[config.mk]
export PLATFORM = sky130hd
export DESIGN_NAME = pin_nine_ctrl
export DESIGN_NICKNAME = d
export VERILOG_FILES = /design/src/rtl/pin_nine_pkg.sv /design/src/rtl/pin_debounce.sv /design/src/rtl/pin_nine_ctrl.sv
export SDC_FILE = /design/constraint.sdc
export NUM_CORES = 1
export LEC_CHECK = 0
export BUFFER_PORTS_ARGS = -buffer_cell sky130_fd_sc_hd__buf_2
export CAP_MARGIN = 20
export CORE_MARGIN = 8
export CORE_UTILIZATION = 51
export DETAILED_ROUTE_END_ITERATION = 7
export PLACE_DENSITY = 0.93
export SKIP_LAST_GASP = 1
export SYNTH_ARGS = -nofsm -noshare
export SYNTH_HDL_FRONTEND = slang
export SYNTH_SLANG_ARGS = --single-unit
[constraint.sdc]
create_clock -name CORE_CLK -period 4.6 [get_ports CORE_CLK]
set_input_delay 0.23 -clock CORE_CLK [delete_from_list [all_inputs] [get_ports CORE_CLK]]
set_output_delay 0.23 -clock CORE_CLK [all_outputs]
set_load 0.005 [all_outputs]
[src/rtl/pin_nine_pkg.sv]
// Constants for the pin nine control block: register map, fields, resets, timing.
// Assumes a 250 MHz core clock and a 32-bit APB register bus.
package pin_nine_pkg;
    // Byte addresses of the registers
    localparam logic [15:0] CTRL_ADDR = 16'h4040;
    localparam logic [15:0] IRQ_STATUS_ADDR = 16'h4100;
    localparam logic [15:0] IRQ_CLEAR_ADDR = 16'h4104;
    localparam logic [15:0] IRQ_ENABLE_ADDR = 16'h4108;
    localparam logic [15:0] OUT_LEVEL_ADDR = 16'h410c;
    localparam logic [15:0] PIN_STATE_ADDR = 16'h4110;

    // Control register field positions
    localparam int DIR_BIT = 15;
    localparam int PULL_HI = 14;
    localparam int PULL_LO = 13;
    localparam int EDGE_MODE_BIT = 12;
    localparam int DOMAIN_BIT = 11;
    localparam int POL_BIT = 10;
    localparam int OD_BIT = 9;
    localparam int ENABLE_BIT = 7;
    localparam int FN_HI = 3;
    localparam int FN_LO = 0;

    // Control reset: input, pull-down, non-inverted, disabled, function 0
    localparam logic [15:0] CTRL_RESET = 16'ha400;
    // Bits that hold state; 8 and 6:4 stay zero
    localparam logic [15:0] CTRL_MASK = 16'hfe8f;

    // Pull field codes
    localparam logic [1:0] PULL_NONE = 2'h0;
    localparam logic [1:0] PULL_DOWN = 2'h1;
    localparam logic [1:0] PULL_UP = 2'h2;
    localparam logic [1:0] PULL_BAD = 2'h3;

    // Input function codes with long debounce
    localparam logic [3:0] FN_IN_GPIO_SLOW = 4'h0;
    localparam logic [3:0] FN_IN_SLEEP_SLOW = 4'h4;
    localparam logic [3:0] FN_IN_CTRL1_SLOW = 4'he;
    localparam logic [3:0] FN_IN_CTRL2_SLOW = 4'hf;

    // Interrupt and state bits
    localparam int EDGE_EVENT_BIT = 0;
    localparam int OUT_LEVEL_BIT = 0;
    localparam int STATE_LEVEL_BIT = 0;
    localparam int STATE_RAW_BIT = 1;

    // Long debounce window
    localparam int CLK_MHZ = 250;
    localparam int DEBOUNCE_LONG_US = 100;
    localparam int DEBOUNCE_LONG_CYCLES = DEBOUNCE_LONG_US * CLK_MHZ;
    localparam int DEBOUNCE_CNT_W = 16;
endpackage

[src/rtl/pin_debounce.sv]
// Debounce filter for one level: bypass or long window.
// Assumes the input is already synchronous to the core clock.
`timescale 1ns/10ps
module pin_debounce #(
    parameter int CYCLES = pin_nine_pkg::DEBOUNCE_LONG_CYCLES
) (
    input wire logic clk,
    input wire logic srst,
    input wire logic level_in,
    input wire logic long_en,
    output logic level_out
);
    logic stable_q;
    logic stable_d;
    logic [pin_nine_pkg::DEBOUNCE_CNT_W-1:0] cnt_q;
    logic [pin_nine_pkg::DEBOUNCE_CNT_W-1:0] cnt_d;
    logic differs;
    logic done;

    // A change must persist for the whole window before it is passed on
    assign differs = level_in != stable_q;
    assign done = cnt_q == (pin_nine_pkg::DEBOUNCE_CNT_W)'(CYCLES - 1);
    assign cnt_d = (!long_en || !differs || done) ? '0 : cnt_q + 1'b1;
    assign stable_d = (!long_en || (differs && done)) ? level_in : stable_q;
    assign level_out = stable_q;

    // Filter state
    always_ff @(posedge clk) begin
        if (srst) begin
            stable_q <= 1'b0;
            cnt_q <= '0;
        end else begin
            stable_q <= stable_d;
            cnt_q <= cnt_d;
        end
    end
endmodule

[src/rtl/pin_nine_ctrl.sv]
// Control and function routing for general-purpose pin nine.
// Holds the control word, a one-bit interrupt block and both pin directions.
// Assumes APB on the core clock and pin inputs synchronous to it.
// Assumes the pad, its pull resistors and every function source sit outside.
// Clock functions are routed as plain levels, so they carry one cycle of lag.
//
// Summary of operation
// - Direction bit 15 resets to input; function 0 debounced, 1 plain input.
// - Input codes 2-6: power on/off, sleep/wake, slow sleep/wake, sleep, power-on.
// - Input code 7 watchdog reset; 8 and 9 voltage-scaling selects.
// - Input 10-11 hardware enables, 12-13 controls, 14-15 debounced controls.
// - Output 0 register level, 1 slow clock, 2-3 states, 4 state change.
// - Output 10-11 power enables, 12-13 supply goods, 14 clock, 15 aux reset.
// - Pull field resets to pull-down; code 11 reserved, never written.
// - Edge mode 0 fires on active edge; mode 1 on both edges.
// - Polarity bit resets non-inverted; zero treats the pin as active low.
// - Output-type bit selects push-pull or open drain.
// - Enable bit resets to zero, holding the pin tri-stated.
//
// The implementer's own choice: the APB slave port.
`timescale 1ns/10ps
module pin_nine_ctrl #(
    parameter int DEBOUNCE_CYCLES = pin_nine_pkg::DEBOUNCE_LONG_CYCLES
) (
    input wire logic CORE_CLK,
    input wire logic SRST,
    // APB slave
    input wire logic PSEL,
    input wire logic PENABLE,
    input wire logic PWRITE,
    input wire logic [31:0] PADDR,
    input wire logic [31:0] PWDATA,
    output logic [31:0] PRDATA,
    output logic PREADY,
    output logic PSLVERR,
    output logic IRQ,
    // Pin
    input wire logic PIN_IN,
    output logic PIN_OUT,
    output logic PIN_OE_N,
    output logic PULL_UP_EN,
    output logic PULL_DOWN_EN,
    // Input functions
    output logic PWR_ONOFF_REQ,
    output logic SLEEP_WAKE_REQ,
    output logic SLEEP_REQ,
    output logic PWR_ON_REQ,
    output logic WDOG_RESET_IN,
    output logic VOLTAGE_SCALE_SELECT_ONE,
    output logic VOLTAGE_SCALE_SELECT_TWO,
    output logic HW_ENABLE_ONE,
    output logic HW_ENABLE_TWO,
    output logic HW_CONTROL_ONE,
    output logic HW_CONTROL_TWO,
    // Output function sources
    input wire logic SLOW_OSC_CLK,
    input wire logic ON_STATE,
    input wire logic SLEEP_STATE,
    input wire logic PWR_STATE_CHANGE,
    input wire logic SCALE_ONE_DONE,
    input wire logic SCALE_TWO_DONE,
    input wire logic EXT_PWR_EN_ONE,
    input wire logic EXT_PWR_EN_TWO,
    input wire logic SYSTEM_SUPPLY_OK,
    input wire logic CONVERTER_POWER_OK,
    input wire logic EXT_PWR_CLK,
    input wire logic AUX_RESET
);
    // One-hot decode of a 4-bit function code
    // Shared by input routing and output source select so both agree on codes
    function automatic logic [15:0] fn_onehot(input logic [3:0] code);
        fn_onehot = 16'h0001 << code;
    endfunction

    // Stored state; everything else is decode around it
    logic [15:0] ctrl_q;
    logic [15:0] ctrl_d;
    logic irq_status_q;
    logic irq_status_d;
    logic irq_enable_q;
    logic out_level_q;
    logic [31:0] prdata_q;
    logic [31:0] rdata;
    logic pin_q;
    logic level_q;
    logic [15:0] in_func_q;
    logic pin_out_q;
    logic pin_oe_n_q;

    // Register fields
    // Bit 11 selects the supply domain; it is stored and read back only
    wire pin_direction = ctrl_q[pin_nine_pkg::DIR_BIT];
    wire [1:0] pull_select = ctrl_q[pin_nine_pkg::PULL_HI:pin_nine_pkg::PULL_LO];
    wire irq_edge_mode = ctrl_q[pin_nine_pkg::EDGE_MODE_BIT];
    wire pin_polarity = ctrl_q[pin_nine_pkg::POL_BIT];
    wire open_drain_select = ctrl_q[pin_nine_pkg::OD_BIT];
    wire pin_enable = ctrl_q[pin_nine_pkg::ENABLE_BIT];
    wire [3:0] pin_function_select = ctrl_q[pin_nine_pkg::FN_HI:pin_nine_pkg::FN_LO];

    // APB decode; the slave never inserts wait states
    // A non-zero upper address half is treated as unmapped, not aliased
    wire setup = PSEL && !PENABLE;
    wire access = PSEL && PENABLE;
    wire [15:0] addr = PADDR[15:0];
    wire upper_zero = PADDR[31:16] == 16'h0000;
    wire hit_ctrl = upper_zero && addr == pin_nine_pkg::CTRL_ADDR;
    wire hit_status = upper_zero && addr == pin_nine_pkg::IRQ_STATUS_ADDR;
    wire hit_clear = upper_zero && addr == pin_nine_pkg::IRQ_CLEAR_ADDR;
    wire hit_enable = upper_zero && addr == pin_nine_pkg::IRQ_ENABLE_ADDR;
    wire hit_level = upper_zero && addr == pin_nine_pkg::OUT_LEVEL_ADDR;
    wire hit_state = upper_zero && addr == pin_nine_pkg::PIN_STATE_ADDR;
    wire hit_any = hit_ctrl | hit_status | hit_clear | hit_enable | hit_level | hit_state;
    wire wr = access && PWRITE && hit_any;
    wire wr_ctrl = wr && hit_ctrl;
    wire wr_clear = wr && hit_clear;
    wire wr_enable = wr && hit_enable;
    wire wr_level = wr && hit_level;

    // Zero wait states: every access completes at its first access edge
    assign PREADY = 1'b1;
    // Unmapped addresses answer with an error and read zero
    assign PSLVERR = access && !hit_any;
    assign PRDATA = prdata_q;

    // Write data conditioning for the control word
    // unassigned bits masked
    wire [15:0] wdata_masked = PWDATA[15:0] & pin_nine_pkg::CTRL_MASK;
    wire pull_bad = wdata_masked[pin_nine_pkg::PULL_HI:pin_nine_pkg::PULL_LO]
        == pin_nine_pkg::PULL_BAD;
    wire [1:0] pull_keep = pull_bad ? pull_select
        : wdata_masked[pin_nine_pkg::PULL_HI:pin_nine_pkg::PULL_LO];
    assign ctrl_d = {wdata_masked[15], pull_keep, wdata_masked[12:0]};

    // Read mux; the clear register is write-only and reads zero
    // Pin state reads the raw sample above the conditioned level
    assign rdata = hit_ctrl ? {16'h0000, ctrl_q}
        : hit_status ? {31'h0, irq_status_q}
        : hit_enable ? {31'h0, irq_enable_q}
        : hit_level ? {31'h0, out_level_q}
        : hit_state ? {30'h0, pin_q, level_q}
        : 32'h0000_0000;

    // Read data is captured in the setup cycle so PRDATA comes from a flop
    // Trade-off: a read returns the state one cycle before its access edge
    always_ff @(posedge CORE_CLK) begin
        if (SRST) begin
            prdata_q <= 32'h0000_0000;
        end else if (setup) begin
            prdata_q <= PWRITE ? 32'h0000_0000 : rdata;
        end
    end

    // A write lands at the access edge; the pin follows one edge later
    // register resets
    always_ff @(posedge CORE_CLK) begin
        if (SRST) begin
            ctrl_q <= pin_nine_pkg::CTRL_RESET;
        end else if (wr_ctrl) begin
            ctrl_q <= ctrl_d;
        end
    end

    // Software-owned level and interrupt enable
    // Only bit 0 of each word is kept; other data bits are dropped
    always_ff @(posedge CORE_CLK) begin
        if (SRST) begin
            out_level_q <= 1'b0;
            irq_enable_q <= 1'b0;
        end else begin
            if (wr_level) begin
                out_level_q <= PWDATA[pin_nine_pkg::OUT_LEVEL_BIT];
            end
            if (wr_enable) begin
                irq_enable_q <= PWDATA[pin_nine_pkg::EDGE_EVENT_BIT];
            end
        end
    end

    // Input conditioning: sample, then polarity, then optional long filter
    // The function outputs and the interrupt share this one conditioned level
    wire in_active = pin_enable && pin_direction;

    // Polarity goes before the filter, so the filter always sees active high
    // inverted sense
    wire pol_level = pin_q ^ ~pin_polarity;
    // Filter width is a parameter so a bench can shorten it
    // long debounce codes
    wire long_fn = pin_function_select == pin_nine_pkg::FN_IN_GPIO_SLOW
        || pin_function_select == pin_nine_pkg::FN_IN_SLEEP_SLOW
        || pin_function_select == pin_nine_pkg::FN_IN_CTRL1_SLOW
        || pin_function_select == pin_nine_pkg::FN_IN_CTRL2_SLOW;
    logic filt_level;

    // Plain codes skip the window but still pass the filter's one-cycle register
    pin_debounce #(
        .CYCLES(DEBOUNCE_CYCLES)
    ) u_debounce (
        .clk(CORE_CLK),
        .srst(SRST),
        .level_in(pol_level),
        .long_en(long_fn),
        .level_out(filt_level)
    );

    // Pin sample and conditioned level history
    // Single sample stage; pins are already synchronous to the core clock
    always_ff @(posedge CORE_CLK) begin
        if (SRST) begin
            pin_q <= 1'b0;
            level_q <= 1'b0;
        end else begin
            pin_q <= PIN_IN;
            level_q <= filt_level;
        end
    end

    // Edges only count while the pin is an enabled input
    // edges of conditioned level
    wire rise = filt_level && !level_q;
    wire fall = !filt_level && level_q;
    wire edge_hit = in_active && (irq_edge_mode ? (rise || fall) : rise);

    // Sticky status: a new edge wins over a clear in the same cycle
    // Edges between two clears merge into one event
    assign irq_status_d = edge_hit
        || (irq_status_q && !(wr_clear && PWDATA[pin_nine_pkg::EDGE_EVENT_BIT]));

    // Status flop
    always_ff @(posedge CORE_CLK) begin
        if (SRST) begin
            irq_status_q <= 1'b0;
        end else begin
            irq_status_q <= irq_status_d;
        end
    end

    // Level interrupt; falls only on a clear or when software disables it
    assign IRQ = irq_status_q && irq_enable_q;

    wire [15:0] in_sel = in_active ? fn_onehot(pin_function_select) : 16'h0000;

    // Registered so downstream logic sees glitch-free request levels
    always_ff @(posedge CORE_CLK) begin
        if (SRST) begin
            in_func_q <= 16'h0000;
        end else begin
            in_func_q <= in_sel & {16{filt_level}};
        end
    end

    // Codes 0 and 1 are GPIO inputs seen only through the state register and the interrupt
    // Debounced and plain variants of one request share an output
    assign PWR_ONOFF_REQ = in_func_q[2];
    assign SLEEP_WAKE_REQ = in_func_q[3] | in_func_q[4];
    assign SLEEP_REQ = in_func_q[5];
    assign PWR_ON_REQ = in_func_q[6];
    assign WDOG_RESET_IN = in_func_q[7];
    assign VOLTAGE_SCALE_SELECT_ONE = in_func_q[8];
    assign VOLTAGE_SCALE_SELECT_TWO = in_func_q[9];
    assign HW_ENABLE_ONE = in_func_q[10];
    assign HW_ENABLE_TWO = in_func_q[11];
    assign HW_CONTROL_ONE = in_func_q[12] | in_func_q[14];
    assign HW_CONTROL_TWO = in_func_q[13] | in_func_q[15];

    // Bit n of the table is the source of output code n
    // output source table
    wire [15:0] out_src = {
        AUX_RESET, EXT_PWR_CLK, CONVERTER_POWER_OK, SYSTEM_SUPPLY_OK,
        EXT_PWR_EN_TWO, EXT_PWR_EN_ONE, SCALE_TWO_DONE, SCALE_ONE_DONE,
        3'b000, PWR_STATE_CHANGE, SLEEP_STATE, ON_STATE, SLOW_OSC_CLK, out_level_q
    };
    wire out_val = |(out_src & fn_onehot(pin_function_select));
    wire pin_val = out_val ^ ~pin_polarity;
    wire driving = pin_enable && !pin_direction;
    // Open drain never drives high; the pull or the far side sets that level
    // open drain releases high
    wire oe_n_d = !driving || (open_drain_select && pin_val);
    wire out_d = open_drain_select ? 1'b0 : pin_val;

    // Pin drive is registered; clock functions therefore lag by one cycle
    // Registering also keeps enable and level changing on the same edge
    always_ff @(posedge CORE_CLK) begin
        if (SRST) begin
            pin_out_q <= 1'b0;
            pin_oe_n_q <= 1'b1;
        end else begin
            pin_out_q <= out_d;
            pin_oe_n_q <= oe_n_d;
        end
    end

    assign PIN_OUT = pin_out_q;
    assign PIN_OE_N = pin_oe_n_q;
    // A reserved pull code never reaches here; the write keeps the old field
    // pull resistor controls
    assign PULL_UP_EN = pull_select == pin_nine_pkg::PULL_UP;
    assign PULL_DOWN_EN = pull_select == pin_nine_pkg::PULL_DOWN;
endmodule

# --- Word level (Yosys, flattened, before mapping) ---
# Cells that the tools add are included.
word_totals:
  ff_bits: 84
  output_inout_bits: 50
  elab_cells: 100
  in_bits: 82
classes:
  n_eq_ne: 14
  shifts: 1
  mux: 8
  n_reduce_logical: 49
  bitwise_logic: 14
  add_sub_neg: 1
ops:
  columns: ["operator", "count"]
  rows:
  - ["$eq A16 B15 Y1 const B", 7]
  - ["$mux W16", 3]
  - ["$and A16 B16 Y16", 2]
  - ["$logic_and A1 B1 Y1", 25]
  - ["$add A16 B1 Y16 const B", 1]
  - ["$logic_not A16 Y1", 1]
  - ["$reduce_or A16 Y1", 1]
  - ["$shl A1 B4 Y16 const A", 1]
  - ["$logic_not A1 Y1", 9]
  - ["$logic_or A1 B1 Y1", 9]
  - ["$eq A4 B4 Y1 const B", 2]
  - ["$mux W2", 4]
  - ["$or A1 B1 Y1", 8]
  - ["$eq A2 B2 Y1 const B", 2]
  - ["$eq A4 B3 Y1 const B", 1]
  - ["$logic_not A4 Y1", 1]
  - ["$reduce_or A2 Y1", 2]
  - ["$eq A2 B1 Y1 const B", 1]
  - ["$not A1 Y1", 2]
  - ["$reduce_and A2 Y1", 1]
  - ["$xor A1 B1 Y1", 2]
  - ["$mux W1", 1]
  - ["$ne A1 B1 Y1", 1]

# --- Depth between registers and ports, before layout ---
logic_depth:
  word_depth: 13
  depth_mapped: 8
  mapped_depth_nobuf: 6

# --- Hierarchy ---
# Synthesis repeated with hierarchy kept, for this count alone.
hier_totals:
  cells_unflattened: 339
  hier_area_um2: 2986.6
by_module_without_submodules:
  columns: ["mod", "area_each_um2", "cells_each", "instances", "seq_area_each_um2"]
  rows:
  - ["pin_nine_ctrl", 2213.4, 254, 1, 900.9]
  - ["pin_debounce", 773.2, 85, 1, 340.3]

# --- Worst setup path before layout ---
# Ideal clock, no wire load.
synth_timing:
  path_type: "register -> register"
  startpoint: "register ctrl_q[1]"
  endpoint: "register pin_oe_n_q (netlist: PIN_OE_N)"
  t_arrival_ps: 1610
  path_stages_with_launch: 7
  period_less_slack_ps: 1731
  setup_slack_ps: 2869
  setup_ps: 121
  n_path_buf: 1
  required_ps: 4479
  cell_sequence: "dfxtp_1 clkbuf_1 mux4_2 nand2b_1 and3_1 a311oi_1 nand2_1"
synth_via:
  elab_chain_cells: 6
synth_lines:
  columns: ["item", "line_no", "text"]
  rows:
  - ["start: declaration", "pin_nine_ctrl.sv:76", "logic [15:0] ctrl_q;"]
  - ["start signal: assignment", "pin_nine_ctrl.sv:157", "ctrl_q <= pin_nine_pkg::CTRL_RESET;"]
  - ["start signal: assignment", "pin_nine_ctrl.sv:159", "ctrl_q <= ctrl_d;"]
  - ["$shl A1 B4 Y16", "pin_nine_ctrl.sv:72", "fn_onehot = 16'h0001 << code;"]
  - ["$and A16 B16 Y16", "pin_nine_ctrl.sv:272", "wire out_val = |(out_src & fn_onehot(pin_function_select));"]
  - ["$reduce_or A16 Y1", "pin_nine_ctrl.sv:272", null]
  - ["$xor A1 B1 Y1", "pin_nine_ctrl.sv:273", "wire pin_val = out_val ^ ~pin_polarity;"]
  - ["$logic_and A1 B1 Y1", "pin_nine_ctrl.sv:277", "wire oe_n_d = !driving || (open_drain_select && pin_val);"]
  - ["$logic_or A1 B1 Y1", "pin_nine_ctrl.sv:277", null]
  - ["end signal: assignment", "pin_nine_ctrl.sv:288", "pin_oe_n_q <= oe_n_d;"]
  - ["end: declaration", "pin_nine_ctrl.sv:88", "logic pin_oe_n_q;"]
# Every way passes these cells.
# A chain may end at the register's enable or synchronous reset.

# --- Worst setup path in the final report ---
layout_timing:
  startpoint: "input PADDR[29]"
  endpoint: "register ctrl_q[2]"
layout_via:
  elab_chain_cells: 9
  elab_cells_between_ends: 14
  classes_between: "bitwise: 5; reduce/logical: 9"
layout_lines:
  columns: ["item", "line_no", "text"]
  rows:
  - ["start: declaration", "pin_nine_ctrl.sv:31", "input wire logic [31:0] PADDR,"]
  - ["$logic_not A16 Y1 *", "pin_nine_ctrl.sv:105", "wire upper_zero = PADDR[31:16] == 16'h0000;"]
  - ["$logic_and A1 B1 Y1, on equally long branches", "pin_nine_ctrl.sv:106, pin_nine_ctrl.sv:107", null]
  - ["$or A1 B1 Y1 (5 in a row)", "pin_nine_ctrl.sv:112", "wire hit_any = hit_ctrl | hit_status | hit_clear | hit_enable | hit_level | hit_state;"]
  - ["$logic_and A1 B1 Y1", "pin_nine_ctrl.sv:113", "wire wr = access && PWRITE && hit_any;"]
  - ["$logic_and A1 B1 Y1 *", "pin_nine_ctrl.sv:114", "wire wr_ctrl = wr && hit_ctrl;"]
# Mark *: on every way between the ends. The rest lies on a longest branch, timed or not.

==> results by group <==
CTS
  • Setup bufs post-CTS: 0
  • CTS sink cnt: 62
  • CTS buffer count: 9
  • H-tree depth: 3
  • CTS Hold Buffers Added: 0
  • CTS tree: yes
  • Root Driver: clkbuf_8
  • Max clock buf depth: 2
  • CTS resizes: 0
  • Worst-Skew Late Latency: 0.34 ns
  • Reg clk slew, reported paths: 0.07 ns

Global routing
  • Vias in the first global route: 2,583
  • GRT overflow: 0
  • Total track usage: 0.168
  • First-pass GRT wire length: 11,700 um
  • Largest net degree at the start of global routing: 30
  • Initial antenna violation count: 0

Synth
  • Number of synthesized register bits: 62
  • Share of flip-flops with an asynchronous set or reset: 0
  • Synthesized cell area: 2930 um^2
  • Library cells used by synthesis: 49
  • Sequential element share of the synthesized area: 0.424
  • Number of flops mapped to enable cells by yosys: 0
  • Post-Syn Instances: 332
  • Syn Area/Cell: 8.83 um^2
  • Post-synth top flop: dfxtp_1
  • Yosys Warn Count: 0

Routing
  • Avg WL per Cell: 14.4 um
  • Drt pass-1 iters: 4
  • Initial drt markers: 171
  • Wirelength, routed: 7090 um
  • DR vias/cell: 5.18
  • # DRC: 0
  • DR vias: 2,558
  • Post-DRT Antenna Nets: 0

Critical path
  • Crit path depth: 6
  • CP peak stage delay: 0.94 ns
  • CP startpoint kind: input pin
  • CP Capture Type: flip-flop
  • Required time worst endpoint: 4.81 ns
  • CP top delay family: simple AND/OR/NAND/NOR gates
  • Buf/Inv on CP: 1
  • Critical-path cell list: buf_2 > nor4_2 > nand3_1 > nor4_4 > mux2i_1 > nor2_1
  • Reg2Reg Depth: 5
  • Worst EP arrival: 2.25 ns
  • Critical-path maximum fanout: 14
  • Worst Setup Path Type: input pin to flip-flop
  • R2r startpoint: u_debounce.cnt_q[3]
  • Reg2reg setup slack: 2.56 ns
  • Critical-path top delay cell: nor4_4
  • Reg-to-reg endpoint: u_debounce.cnt_q[5]

Placement
  • Port Buffer Count: 90
  • DP Cell Count: 478
  • Hpwl dp: 5510 um
  • Gp weighted congestion: 0.869

Hold path
  • Hold Crit Start: PWDATA[15]
  • Worst hold endpoint: ctrl_q[15]
  • Class of the worst hold path: input pin to flip-flop
  • Hold Path Stages: 3

STA
  • Pins Over Slew Limit: 0
  • Setup TNS: 0 ns
  • RSZ-0062 raised after global routing: no
  • Slew headroom: 0.293
  • Clock skew: 0.00682 ns
  • Final hold violation count: 0
  • Tcrit/Tclk final: 0.444
  • Least-Margin Pin Slew: 1.05 ns
  • Max Clock Freq: 489 MHz
  • Final Setup Violations: 0
  • Fin crit period: 2.04 ns

Floorplanning
  • Initial core utilization: 0.529
  • Die Wd: 91.8 um
  • Die height: 91.8 um
  • Core outline area: 5540 um^2
  • I/O pin cnt: 132
  • Die ar.: 8430 um^2
  • FP Rows: 27

Power and ir drop
  • Pleak: 1.47 nW
  • PwrDens: 316 nW/um^2
  • Worst IR drop on VDD: 0.000277 V

Cells and area
  • N_diodes: 0
  • Post-route insts no fill: 494
  • Final net count: 501
  • Synth-to-Final Area Change: 20.6%
  • FILL cells: 467
  • Layout cells sized above 1: 0.291

Status
  • Status: complete, no violations

Job
  • Max cap viols: 0
## sequential cells by signal, summed over array words and instances, names as in the netlist
| name | cells |
|---|---|
| PIN_OUT | 1 |
| in_func_q | 14 |
| level_q | 1 |
| out_level_q | 1 |
| PRDATA | 12 |
| ctrl_q | 12 |
| u_debounce.level_out | 1 |
| pin_q | 1 |
| u_debounce.cnt_q | 16 |
| irq_status_q | 1 |
| PIN_OE_N | 1 |
| irq_enable_q | 1 |
## per-layer routing
metal	share of wire	GRT usage	vias up
met2	0.51	0.292	81
met1	0.40	0.178	1190
met5	0	0	-
li1	-	-	1278
met3	0.078	0.0733	9
met4	0.010	0.0537	0
## worst max-delay path by stage
stage,from,to,slack [ns]
floorplan,ctrl_q[1],PIN_OE_N,2.87
global placement,PADDR[29],ctrl_q[13],2.23
detailed placement,PADDR[29],ctrl_q[13],2.23
CTS,u_debounce.cnt_q[3],u_debounce.cnt_q[5],2.53
global route,u_debounce.cnt_q[3],u_debounce.cnt_q[5],2.33
finish,PADDR[29],ctrl_q[2],2.56
## synth_stat cells, drive strengths merged (2+ instances only)
master / number / area (um^2)
nor2: 56 / 210
mux2: 2 / 22.5
a21oi: 5 / 25.0
nand4: 4 / 37.5
o2111ai: 2 / 17.5
nand2: 21 / 78.8
nor4: 15 / 149
o21ai: 4 / 20.0
xor2: 8 / 70.1
mux2i: 15 / 150
dfxtp: 62 / 1240
or2: 5 / 31.3
inv: 9 / 33.8
nor3: 7 / 35.0
a22oi: 10 / 75.1
xnor2: 8 / 70.1
nor2b: 9 / 56.3
or3: 2 / 12.5
o21a: 2 / 15.0
nand2b: 5 / 31.3
clkbuf: 9 / 35.0
ha: 2 / 25.0
and2: 2 / 12.5
nand3: 21 / 105
and3: 2 / 12.5
or3b: 2 / 17.5
conb: 2 / 7.51
buf: 26 / 195
## cell type report
cell class	count	area (um^2)	share of cell area
multi-input combinational	245	1500	0.425
tap	72	90.1	0.0255
inverter	9	33.8	0.00956
sequential	62	1240	0.351
clock inverter	4	70.1	0.0198
timing repair buffer	90	450	0.127
clock buffer	12	145	0.0411
## where the power goes
part           switching, W  internal, W
combinational     0.0000330    0.0000273
sequential      0.000000819     0.000538
clock              0.000198     0.000318
## worst reg2reg max path: cells and delay by family, from the launching register on
family          cells  cell delay, ns
simple gates        4            0.97
compound gates      1            0.58
flops               1            0.35
## metrics by stage
step / setup slack (ns) / power [W] / utilization / hold WS [ns] / instance area, um^2
after floorplan: 2.87 / 0.000589 / - / 0.358 / 3000
after global placement: 2.23 / 0.000608 / 0.599 / 0.441 / 3320
after detailed placement: 2.23 / 0.000609 / 0.599 / 0.452 / 3320
after CTS: 2.53 / 0.00112 / 0.638 / 0.0969 / 3530
after global routing: 2.33 / 0.00116 / 0.638 / 0.125 / 3530
final: 2.56 / 0.00112 / 0.638 / 0.110 / 3530
## logic make-up after synthesis
family / count (synthesis) / share of synthesized area
fa+ha+maj: 2 / 0.00854
buf+inv: 44 / 0.0901
mux: 18 / 0.0666
compound gates: 33 / 0.0794
other cells: 2 / 0.00256
flops: 62 / 0.424
xor+xnor: 16 / 0.0478
simple gates: 155 / 0.281
## layout by cell type (no fill, tap or decap), drive strengths merged, types with 4 or more instances in the layout
master,Yosys,routed
a21oi,5,5
nand4,4,4
or2,5,5
clkbuf,9,12
conb,2,21
xnor2,8,8
mux2i,15,15
buf,26,90
a22oi,10,10
nor4,15,15
nand3,21,21
inv,9,9
o21ai,4,4
nor3,7,7
nand2,21,21
xor2,8,8
nor2,56,56
nand2b,5,5
dfxtp,62,62
nor2b,9,9
Note: power is estimated with default switching activity, not from simulation.
